File: config.mk
export PLATFORM = sky130hd
export DESIGN_NAME = control_method_selector
export DESIGN_NICKNAME = d
export VERILOG_FILES = /design/src/control_method_pkg.sv /design/src/contact_if.sv /design/src/contact_sync.sv /design/src/control_method_selector.sv
export VERILOG_INCLUDE_DIRS = /design/src
export SDC_FILE = /design/constraint.sdc
export NUM_CORES = 1
export LEC_CHECK = 0
export ABC_CLOCK_PERIOD_IN_PS = 3550
export BUFFER_PORTS_ARGS = -buffer_cell sky130_fd_sc_hd__buf_4
export CAP_MARGIN = 40
export CORE_MARGIN = 3
export CORE_UTILIZATION = 56
export DETAILED_ROUTE_END_ITERATION = 7
export HOLD_SLACK_MARGIN = 0.03
export PLACE_DENSITY = 0.95
export SYNTH_ARGS = -nofsm -noshare
export SYNTH_HDL_FRONTEND = slang
export SYNTH_HIERARCHICAL = 1
export SYNTH_SLANG_ARGS = --single-unit
File: constraint.sdc
create_clock -name clock_i -period 3.55 [get_ports clock_i]
set_input_delay 0.1775 -clock clock_i [delete_from_list [all_inputs] [get_ports clock_i]]
set_output_delay 0.1775 -clock clock_i [all_outputs]
set_load 0.05 [all_outputs]
File: src/control_method_consts.svh
// Constants for the control method selector: codes, fields, limits
`ifndef CONTROL_METHOD_CONSTS_SVH
`define CONTROL_METHOD_CONSTS_SVH

// Method and method-pair field codes
`define METHOD_SPEED          4'h0
`define METHOD_POSITION       4'h1
`define METHOD_FORCE          4'h2
`define METHOD_PRESET         4'h3
`define METHOD_PRESET_SPEED   4'h4
`define METHOD_PRESET_POS     4'h5
`define METHOD_PRESET_FORCE   4'h6
`define METHOD_POS_SPEED      4'h7
`define METHOD_POS_FORCE      4'h8
`define METHOD_FORCE_SPEED    4'h9
`define METHOD_SPEED_ZERO_CLAMP_INPUT   4'hA
`define METHOD_POS_INHIBIT    4'hB

// Allocation mode field values
`define ALLOC_FACTORY         4'h0
`define ALLOC_ALTERNATE       4'h1

// Input allocation setting: subfield positions and the unassigned code
`define ALLOC_DIR_LSB         0
`define ALLOC_SEL_A_LSB       4
`define ALLOC_SEL_B_LSB       8
`define ALLOC_CSEL_LSB        12
`define ALLOC_NONE            4'hF

// Contact vector bit positions
`define IN_DIR                0
`define IN_SEL_A              1
`define IN_SEL_B              2
`define IN_PMODE              3
`define IN_CSEL               4
`define IN_ZERO_CLAMP_INPUT             5
`define IN_INHIBIT            6
`define IN_COUNT              7

// Preset speed limit in 1 mm/s units, and reset values
`define PRESET_MAX            14'h2710
`define SPEED_RESET           14'h0000
`define INDEX_STOP            2'h0

`endif

File: src/control_method_pkg.sv
// Types shared by the control method selector
`default_nettype none
package control_method_pkg;

   typedef enum logic [2:0]
   {
      CTRL_INVALID,
      CTRL_PRESET,
      CTRL_SPEED,
      CTRL_POSITION,
      CTRL_FORCE,
      CTRL_SPEED_ZERO_CLAMP_INPUT,
      CTRL_POSITION_INHIBIT
   } control_mode_e;

   typedef enum logic
   {
      ST_LATCH,
      ST_RUN
   } startup_e;

   typedef struct packed
   {
      control_mode_e mode;
      logic          reverse;
      logic [1:0]    index;
   } decision_s;

endpackage : control_method_pkg
`default_nettype wire

File: src/contact_if.sv
// Raw and synchronised contact inputs between selector and synchroniser
`timescale 1ns/1ps
`default_nettype none
interface contact_if #(parameter int WIDTH = 7);
   logic [WIDTH-1:0] raw;
   logic [WIDTH-1:0] synced;
   modport sync_side (input raw, output synced);
   modport user_side (output raw, input synced);
endinterface : contact_if
`default_nettype wire

File: src/contact_sync.sv
// Two-stage synchroniser for the contact inputs
`timescale 1ns/1ps
`default_nettype none
module contact_sync #(
   parameter int WIDTH = 7
) (
   input  wire logic         clock_i,
   input  wire logic         arst_n_i,
   contact_if.sync_side      contacts
);
   logic [WIDTH-1:0] stage_one;
   logic [WIDTH-1:0] stage_two;
   logic [WIDTH-1:0] next_stage_one;
   logic [WIDTH-1:0] next_stage_two;

   // Elaboration check: an empty contact vector has nothing to carry
   if (WIDTH < 1)
   begin : width_check
      $error("contact_sync needs at least one input");
   end

   always_comb
   begin
      next_stage_one = contacts.raw;
      next_stage_two = stage_one;
   end

   // Only the second stage is read, to keep metastability contained
   always_ff @(posedge clock_i or negedge arst_n_i)
   begin
      if (!arst_n_i)
      begin
         stage_one <= '0;
         stage_two <= '0;
      end
      else
      begin
         stage_one <= next_stage_one;
         stage_two <= next_stage_two;
      end
   end

   assign contacts.synced = stage_two;
endmodule : contact_sync
`default_nettype wire

File: src/control_method_selector.sv
// Control method and preset speed selector for a drive
`timescale 1ns/1ps
`default_nettype none
`include "control_method_consts.svh"
module control_method_selector
   import control_method_pkg::*;
#(
   parameter int SPEED_W = 14
) (
   input  wire logic               clock_i,
   input  wire logic               arst_n_i,
   input  wire logic [3:0]         control_method_field_i,
   input  wire logic [3:0]         allocation_mode_field_i,
   input  wire logic [15:0]        input_allocation_setting_i,
   input  wire logic [SPEED_W-1:0] preset_speed_one_i,
   input  wire logic [SPEED_W-1:0] preset_speed_two_i,
   input  wire logic [SPEED_W-1:0] preset_speed_three_i,
   input  wire logic [SPEED_W-1:0] motor_max_speed_i,
   input  wire logic               direction_select_input_i,
   input  wire logic               speed_select_a_i,
   input  wire logic               speed_select_b_i,
   input  wire logic               proportional_mode_input_i,
   input  wire logic               control_select_input_i,
   input  wire logic               zero_clamp_input_i,
   input  wire logic               pulse_inhibit_input_i,
   output var  control_mode_e      active_mode_o,
   output logic                    reverse_o,
   output logic [1:0]              preset_index_o,
   output logic [SPEED_W-1:0]      speed_command_o,
   output logic                    config_ready_o
);
   if (SPEED_W != 14)
   begin : width_check
      $error("SPEED_W must be 14 to hold the preset range");
   end

   contact_if #(.WIDTH(`IN_COUNT)) contacts ();

   logic [`IN_COUNT-1:0] s;
   startup_e             state;
   startup_e             next_state;
   logic [3:0]           field;
   logic [3:0]           next_field;
   logic                 alt;
   logic                 next_alt;
   decision_s            dec;
   logic [SPEED_W-1:0]   next_speed;
   logic                 dir_eff;
   logic                 a_eff;
   logic                 b_eff;
   logic                 csel_eff;

   // Contacts are active high when closed
   assign contacts.raw = {pulse_inhibit_input_i, zero_clamp_input_i,
                          control_select_input_i, proportional_mode_input_i,
                          speed_select_b_i, speed_select_a_i,
                          direction_select_input_i};

   contact_sync #(.WIDTH(`IN_COUNT)) sync_u (
      .clock_i  (clock_i),
      .arst_n_i (arst_n_i),
      .contacts (contacts.sync_side)
   );

   assign s = contacts.synced;

   // Subfield check: an unassigned terminal never reads active
   function automatic logic assigned(input logic [15:0] setting,
                                     input int lsb);
      assigned = (setting[lsb +: 4] != `ALLOC_NONE);
   endfunction : assigned

   // Speed select pair to preset number, zero means stop
   function automatic logic [1:0] preset_of(input logic a, input logic b);
      logic [1:0] idx;
      idx = `INDEX_STOP;
      if (!a && b)
         idx = 2'h1;
      else if (a && b)
         idx = 2'h2;
      else if (a && !b)
         idx = 2'h3;
      preset_of = idx;
   endfunction : preset_of

   // Cap at the motor maximum and at the range limit
   function automatic logic [SPEED_W-1:0] cap(input logic [SPEED_W-1:0] v,
                                              input logic [SPEED_W-1:0] mx);
      logic [SPEED_W-1:0] lim;
      lim = (mx < `PRESET_MAX) ? mx : `PRESET_MAX;
      cap = (v > lim) ? lim : v;
   endfunction : cap

   always_comb
   begin
      if (alt)
      begin
         dir_eff  = s[`IN_DIR] &
                    assigned(input_allocation_setting_i, `ALLOC_DIR_LSB);
         a_eff    = s[`IN_SEL_A] &
                    assigned(input_allocation_setting_i, `ALLOC_SEL_A_LSB);
         b_eff    = s[`IN_SEL_B] &
                    assigned(input_allocation_setting_i, `ALLOC_SEL_B_LSB);
         csel_eff = s[`IN_CSEL] &
                    assigned(input_allocation_setting_i, `ALLOC_CSEL_LSB);
      end
      else
      begin
         // Factory pins: proportional mode doubles as direction
         dir_eff  = s[`IN_PMODE];
         a_eff    = s[`IN_SEL_A];
         b_eff    = s[`IN_SEL_B];
         csel_eff = 1'b0;
      end
   end

   // Method decode from latched field and synchronised contacts
   always_comb
   begin
      control_mode_e other;
      logic          sw;
      other = CTRL_SPEED;
      sw    = alt ? csel_eff : s[`IN_PMODE];
      dec.mode    = CTRL_INVALID;
      dec.reverse = 1'b0;
      dec.index   = `INDEX_STOP;
      case (field)
         `METHOD_SPEED:    dec.mode = CTRL_SPEED;
         `METHOD_POSITION: dec.mode = CTRL_POSITION;
         `METHOD_FORCE:    dec.mode = CTRL_FORCE;
         `METHOD_PRESET,
         `METHOD_PRESET_SPEED,
         `METHOD_PRESET_POS,
         `METHOD_PRESET_FORCE:
         begin
            if (field == `METHOD_PRESET_POS)
               other = CTRL_POSITION;
            else if (field == `METHOD_PRESET_FORCE)
               other = CTRL_FORCE;
            if (field != `METHOD_PRESET && alt && csel_eff)
               dec.mode = other;
            else if (field != `METHOD_PRESET && !alt && !a_eff && !b_eff)
               dec.mode = other;
            else
            begin
               dec.mode    = CTRL_PRESET;
               dec.reverse = dir_eff;
               dec.index   = preset_of(a_eff, b_eff);
            end
         end
         `METHOD_POS_SPEED:   dec.mode = sw ? CTRL_SPEED : CTRL_POSITION;
         `METHOD_POS_FORCE:   dec.mode = sw ? CTRL_FORCE : CTRL_POSITION;
         `METHOD_FORCE_SPEED: dec.mode = sw ? CTRL_SPEED : CTRL_FORCE;
         // zero clamp and pulse inhibit pairs
         `METHOD_SPEED_ZERO_CLAMP_INPUT:
            dec.mode = (alt ? s[`IN_ZERO_CLAMP_INPUT] : s[`IN_PMODE]) ?
                       CTRL_SPEED_ZERO_CLAMP_INPUT : CTRL_SPEED;
         `METHOD_POS_INHIBIT:
            dec.mode = (alt ? s[`IN_INHIBIT] : s[`IN_PMODE]) ?
                       CTRL_POSITION_INHIBIT : CTRL_POSITION;
         default: dec.mode = CTRL_INVALID;
      endcase
   end

   // preset value applied at once, capped
   always_comb
   begin
      case (dec.index)
         2'h1:    next_speed = cap(preset_speed_one_i, motor_max_speed_i);
         2'h2:    next_speed = cap(preset_speed_two_i, motor_max_speed_i);
         2'h3:    next_speed = cap(preset_speed_three_i, motor_max_speed_i);
         default: next_speed = `SPEED_RESET;
      endcase
   end

   always_comb
   begin
      next_state = state;
      next_field = field;
      next_alt   = alt;
      case (state)
         ST_LATCH:
         begin
            next_field = control_method_field_i;
            next_alt   = (allocation_mode_field_i == `ALLOC_ALTERNATE);
            next_state = ST_RUN;
         end
         ST_RUN:  next_state = ST_RUN;
         default: next_state = ST_LATCH;
      endcase
   end

   // Outputs follow the decode one cycle later, idle until latched
   always_ff @(posedge clock_i or negedge arst_n_i)
   begin
      if (!arst_n_i)
      begin
         state           <= ST_LATCH;
         field           <= `METHOD_SPEED;
         alt             <= 1'b0;
         active_mode_o   <= CTRL_INVALID;
         reverse_o       <= 1'b0;
         preset_index_o  <= `INDEX_STOP;
         speed_command_o <= `SPEED_RESET;
         config_ready_o  <= 1'b0;
      end
      else
      begin
         state           <= next_state;
         field           <= next_field;
         alt             <= next_alt;
         active_mode_o   <= (state == ST_RUN) ? dec.mode : CTRL_INVALID;
         reverse_o       <= (state == ST_RUN) & dec.reverse;
         preset_index_o  <= (state == ST_RUN) ? dec.index : `INDEX_STOP;
         speed_command_o <= (state == ST_RUN) ? next_speed : `SPEED_RESET;
         config_ready_o  <= (state == ST_RUN);
      end
   end

   alt_select_a : assert property (
      @(posedge clock_i) disable iff (!arst_n_i)
      (state == ST_RUN && alt && field == `METHOD_PRESET_FORCE)
      |=> active_mode_o == ($past(csel_eff) ? CTRL_FORCE : CTRL_PRESET))
      else $error("alternate selector decode wrong");
   preset_stop_a : assert property (
      @(posedge clock_i) disable iff (!arst_n_i)
      (state == ST_RUN && dec.mode == CTRL_PRESET && !a_eff && !b_eff)
      |=> preset_index_o == 2'h0 && speed_command_o == `SPEED_RESET)
      else $error("preset stop not at speed zero");
   forward_preset_a : assert property (
      @(posedge clock_i) disable iff (!arst_n_i)
      (state == ST_RUN && dec.mode == CTRL_PRESET && !dir_eff
       && a_eff && !b_eff)
      |=> !reverse_o && preset_index_o == 2'h3)
      else $error("forward preset three wrong");
   reverse_preset_a : assert property (
      @(posedge clock_i) disable iff (!arst_n_i)
      (state == ST_RUN && dec.mode == CTRL_PRESET && dir_eff
       && !a_eff && b_eff)
      |=> reverse_o && preset_index_o == 2'h1)
      else $error("reverse preset one wrong");
   pair_switch_a : assert property (
      @(posedge clock_i) disable iff (!arst_n_i)
      (state == ST_RUN && !alt && field == `METHOD_POS_FORCE)
      |=> active_mode_o == ($past(s[`IN_PMODE]) ? CTRL_FORCE
                                                 : CTRL_POSITION))
      else $error("position/force pair decode wrong");
   zero_clamp_a : assert property (
      @(posedge clock_i) disable iff (!arst_n_i)
      (state == ST_RUN && !alt && field == `METHOD_SPEED_ZERO_CLAMP_INPUT
       && s[`IN_PMODE])
      |=> active_mode_o == CTRL_SPEED_ZERO_CLAMP_INPUT)
      else $error("zero clamp not selected");
   inhibit_ignored_a : assert property (
      @(posedge clock_i) disable iff (!arst_n_i)
      (state == ST_RUN && alt && field == `METHOD_SPEED_ZERO_CLAMP_INPUT)
      |=> active_mode_o == ($past(s[`IN_ZERO_CLAMP_INPUT]) ? CTRL_SPEED_ZERO_CLAMP_INPUT
                                                  : CTRL_SPEED))
      else $error("zero clamp pair uses wrong input");
   unassigned_sel_a : assert property (
      @(posedge clock_i) disable iff (!arst_n_i)
      (state == ST_RUN && alt && field == `METHOD_PRESET_SPEED
       && input_allocation_setting_i[15:12] == `ALLOC_NONE)
      |=> active_mode_o == CTRL_PRESET)
      else $error("unassigned selector acted");
   speed_cap_a : assert property (
      @(posedge clock_i) disable iff (!arst_n_i)
      1'b1 |=> speed_command_o <= `PRESET_MAX
               && speed_command_o <= $past(motor_max_speed_i))
      else $error("preset speed exceeds limit");
   field_held_a : assert property (
      @(posedge clock_i) disable iff (!arst_n_i)
      (state == ST_RUN) |=> field == $past(field) && alt == $past(alt))
      else $error("method field changed without restart");
   sync_delay_a : assert property (
      @(posedge clock_i) disable iff (!arst_n_i)
      (state == ST_RUN && !alt && field == `METHOD_POS_SPEED)
      |-> ##3 active_mode_o == ($past(proportional_mode_input_i, 3)
                                 ? CTRL_SPEED : CTRL_POSITION))
      else $error("contact not seen after two sync stages");
endmodule : control_method_selector
`default_nettype wire

* Word-level counts from Yosys, hierarchy flattened
Index checks and enable logic that the tools add are counted.
Word-level totals: bits in registers 41, logic and storage cells 83, output and inout bits 21, bits of input ports 89
Cells by class: $lt $le $gt $ge 4, bitwise operators 5, reduce and logical (&&, ||, !) cells 13, muxes and demuxes 31, eq/ne operators 20
Operator list (number):
- 2-to-1 mux 14 bit | 5
- > comparator 14 bit | 3
- one-hot mux 14 bit (3 select lines) | 1
- 2-to-1 mux 3 bit | 12
- one-hot mux 3 bit (9 select lines) | 1
- == test 4 x 3 -> 1 bit (second input constant) | 4
- == test 4 bit (second input constant) | 4
- != test 4 bit (second input constant) | 4
- less-than comparator 14 bit (second input constant) | 1
- == test 4 x 1 -> 1 bit (second input constant) | 2
- == test 4 x 2 -> 1 bit (second input constant) | 2
- logical AND 1 bit | 8
- 2-to-1 mux 1 bit | 8
- 2-to-1 mux 2 bit | 4
- AND 1 bit | 5
- == test 2 bit (second input constant) | 2
- logical NOT 4 bit | 1
- != test 4 x 2 -> 1 bit (second input constant) | 1
- OR reduction 4 bit | 1
- logical NOT 1 bit | 3
- == test 2 x 1 -> 1 bit (second input constant) | 1

* Logic depth before layout (Yosys ltp)
depth after elaboration 14, gate-level depth with buffers 16, gate-level depth less buffers 15

* Cells and area by module
The synthesis kept the hierarchy.
Modules (own cells, without submodules):
- control_method_selector | instances 1, cells each 358, area each 3150.5 um^2, seq. area each 675.6 um^2
- contact_sync | instances 1, cells each 14, area each 350.3 um^2, seq. area each 350.3 um^2

* Worst setup path before layout
Ideal clock, no wire load.
path type input -> register, from input port motor_max_speed_i[8], to register speed_command_o[10], required time 3.485 ns, data arrival time 2.990 ns, path buffers 2, setup slack 0.495 ns, library setup time 0.065 ns, stages on the path 15, path through buf_4 > nand4_1 > a21oi_1 > nor2_1 > and2_2 > inv_1 > ha_1 > nand3_1 > or4_1 > or4b_1 > o311ai_1 > a21oi_2 > buf_4 > a211oi_1 > o21a_1
Between the ends: word-level cells in the longest chain between the ends 6
Ends and longest elaborated chain:
- start: declaration | line control_method_selector.sv:18 | input wire logic [SPEED_W-1:0] motor_max_speed_i,
- less-than comparator 14 bit (no line)
- 2-to-1 mux 14 bit (no line) *
- > comparator 14 bit | line control_method_selector.sv:91 | cap = (v > lim) ? lim : v;
- 2-to-1 mux 14 bit | line control_method_selector.sv:91
- one-hot mux 14 bit (3 select lines) * | line control_method_selector.sv:168 | case (dec.index)
- 2-to-1 mux 14 bit (no line) *
- end signal: assignment | line control_method_selector.sv:204 | speed_command_o <= `SPEED_RESET;
- end signal: assignment | line control_method_selector.sv:215 | speed_command_o <= (state == ST_RUN) ? next_speed : `SPEED_RESET;
- end: declaration | line control_method_selector.sv:29 | output logic [SPEED_W-1:0] speed_command_o,
Mark *: on every way between the ends. The rest lies on a longest branch, timed or not. A chain may end at the register's enable or synchronous reset.

* Final worst setup path
from input port motor_max_speed_i[11], to register speed_command_o[13]
Same word-level chain as after synthesis.

==> results.yml <==
grt:
  grt.overflow.total: 0
  grt_pass1_wl_mm: 17.5
  antenna_found_initial: 0
  grt_max_degree: 42
  grt_pass1_vias: 3740
  grt_util_all_layers_pct: 30.2
critical_path:
  r2r_slack_ps: 920
  cp_num_buf_inv: 4
  critical_path.top_delay_family: "simple AND/OR/NAND/NOR gates"
  worstPathCellList: "buf_4, buf_4, o21ai_4, or2b_2, inv_1, ha_1, nand4_1, or4_1, or4b_1, o311ai_1, a21oi_2, buf_6, mux2i_1, nor2_1, o21a_1"
  critical_path.startpoint: "motor_max_speed_i[11]"
  end_kind: "register"
  slowest_delay_ps: 550
  reg2reg_from: "field[2]"
  r2r-end: "speed_command_o[4]"
  cp_max_fo: 14
  reg2reg_depth: 8
  arrival_ps: 3490
  worstPathRequired_ps: 3750
  critical_path_class: "primary input to register"
  critPathCapture: "speed_command_o[13]"
  critical_path_depth: 15
  critPathLaunchType: "primary input"
  crit_slowest_cell: "or4_1"
  worst_path_most_repeated_cell: "buf_4"
synth:
  netlist.area_leader.share_pct: 29.3
  synth_area_leaders: "dfrtp_1, ha_1, mux2i_1, a21oi_1, nand2_1"
  seq_area_frac_synth_pct: 29.3
  synthArstFlopShare_pct: 100
  syn_area_um2: 3500
  synth_edf_count: 0
  synth_area_leader_cell: "dfrtp_1"
  synth_ff_type: "dfrtp_1"
  synth_common_cells: "dfrtp_1, mux2i_1, ha_1, nand2_1, inv_1"
  syn-num-nets: 497
  synth_seq_cells: 41
  yosysMostFrequentCell: "dfrtp_1"
  synth.avg_cell_area_um2: 9.41
  ys_types: 70
  ys_warn_count: 6
  syn_inst: 372
finish:
  finalNonFillerCells: 578
  layout-drive-gt1-share_pct: 32.6
  n_antenna_cell: 0
  nets: 627
  area_delta_synth_final_pct: 34.1
  fillers: 392
routing:
  wl_met1_mm: 4.19
  routed.top_layer: "met4"
  viasPerCell: 6.34
  wl_met2_mm: 5.67
  drc: 0
  vias: 3663
  wl_met3_um: 914
  drt_iter0_drc: 340
  wl_mm: 11.2
  dr.pass1.iters: 5
  routedWlPerCell_um: 19.4
  ant_nets: 0
clock_network:
  cts-root-buf: "clkbuf_8"
  cts_tree: "yes"
  cts_buffer_depth: 2
  clk_latency_ps: 300
  htree_num_levels: 2
  cts-buffers-inserted: 5
  clock-sinks: 41
  clkTransAtPathRegs_ps: 90
worst_hold_path:
  min_path_type: "primary input to register"
  min-delay-start: "allocation_mode_field_i[2]"
die:
  die_height_um: 85.1
  core_um2: 5990
  rows: 28
  ios: 110
  dieArea_um2: 7240
  dieWidth_um: 85.1
  start_util_pct: 58.4
timing:
  setup_viol: 0
  tightest_slew_ps: 575
  fmax_mhz: 304
  maxSlewViolCount: 0
  rsz0062_at_grt: "no"
  relSlewSlack_pct: 60.6
  finalHoldViolations: 0
  fin_ws_ps: 262
  fin_crit_sh_pct: 92.6
  clock_skew_ps: 5.44
  final.min_clock_period_ps: 3290
power:
  vdd_drop_max_v: 0.000273
  swShare_pct: 32.6
  p_sw_mw: 0.495
  p_seq_share_pct: 33.7
  p_leak_nw: 2.30
  internal-power_mw: 1.02
  p_clk_share_pct: 31.0
  pwr-share-comb_pct: 35.4
  power.density_nw_per_um2: 324
place:
  gp_congestion: 0.989
  dpl.hpwl_mm: 8.54
  dpl.cell_count: 562
  port_buffers: 109
  dp_slack_ps: -16.2
job:
  max_cap_violations: 0
run_status:
  status: "complete, no violations"
==> registers in the layout, summed over array words and instances (netlist names) <==
| register | count |
|---|---|
| speed_command_o | 14 |
| preset_index_o | 2 |
| sync_u/contacts.synced | 7 |
| alt | 1 |
| reverse_o | 1 |
| active_mode_o | 3 |
| field | 4 |
| state | 1 |
| sync_u/next_stage_two | 7 |
| config_ready_o | 1 |
==> routing by layer <==
| layer | track usage [%] | vias up |
|---|---|---|
| li1 | - | 1653 |
| met1 | 34.4 | 1724 |
| met2 | 55.0 | 230 |
| met3 | 5.53 | 56 |
| met4 | 12.7 | 0 |
| met5 | 0 | - |
==> worst register-to-register path: cells and delay by family, from the launching register on <==
| family | cells | cell delay (ps) |
|---|---|---|
| flip-flops | 1 | 490 |
| buffers and inverters | 1 | 170 |
| AO/OA/AOI/OAI | 4 | 940 |
| AND/OR/NAND/NOR | 3 | 950 |
==> cell usage in the layout (no fill, tap or decap), types with 3 or more instances in the layout <==
master,count
ha_1,36
a31oi_1,6
buf_4,126
and4_1,4
a21oi_1,20
a21oi_2,3
dfrtp_1,41
nor2_1,13
a211oi_1,5
o22a_1,10
nor3_1,7
inv_1,22
a2111oi_0,3
clkbuf_8,5
nand4_1,5
mux2i_1,39
o21ai_1,8
dlygate4sd3_1,8
nor2b_1,4
nand3_1,13
o21ai_0,18
nand2_1,26
and2_1,6
o22ai_1,6
mux2_2,4
o21a_1,8
==> how the worst min path moves through the flow <==
stage | to | slack, ps | cells past startpoint
floorplan | active_mode_o[0] | -120 | 0
global placement | sync_u/next_stage_two[4] | 190 | 1
detailed placement | sync_u/contacts.synced[0] | 190 | 1
CTS | alt | 80 | 2
global route | alt | 70 | 2
finish | alt | 80 | 2
==> area by class of cell <==
cell class / instances / area (µm²) / share of cell area, %
well taps: 75 / 93.8 / 2.00
clock inverters: 3 / 68.8 / 1.47
clock buffers: 5 / 68.8 / 1.47
repair buffers: 136 / 1060 / 22.5
flip-flops and latches: 41 / 1030 / 21.9
inverters: 22 / 82.6 / 1.76
multi-input cells: 296 / 2300 / 48.9
==> what timing repair did <==
item                                    CTS  global route
endpoints found under the setup margin    0             0
gates resized for setup                   0             0
hold endpoints to repair                 48             0
buffers inserted                          0             0
hold buffers                              8             0
==> per-stage QoR <==
| stage | hold WS [ps] | total power, mW | setup TNS, ps | util [%] | cell area (µm²) |
|---|---|---|---|---|---|
| 2_1_floorplan | -118 | 0.831 | 0 | - | 3500 |
| 3_3_place_gp | 186 | 1.01 | 0 | 74.5 | 4460 |
| 3_5_place_dp | 192 | 1.03 | -16.2 | 74.7 | 4480 |
| 4_1_cts | 76.0 | 1.51 | 0 | 78.3 | 4690 |
| 5_1_grt | 72.1 | 1.58 | 0 | 78.3 | 4690 |
| 6_report | 81.5 | 1.52 | 0 | 78.3 | 4690 |
==> logic make-up after synthesis <==
kind of cell	count (synthesis)	share of synthesized area [%]
flip-flops	41	29.3
AND/OR/NAND/NOR	105	16.8
multiplexers	43	12.4
buffers and inverters	35	5.11
AO/OA/AOI/OAI	107	22.1
XOR/XNOR	3	0.965
adder cells (fa/ha/maj)	37	13.2
other	1	0.107
==> power by group through the flow <==
stage	Sequential [mW]	Clock, mW	Combinational [mW]
finish	0.511	0.470	0.537
global route	0.514	0.491	0.575
CTS	0.510	0.474	0.526
detailed placement	0.519	0	0.513
global placement	0.516	0	0.491
floorplan	0.529	0	0.302
Power figures use the tool's default switching activity.
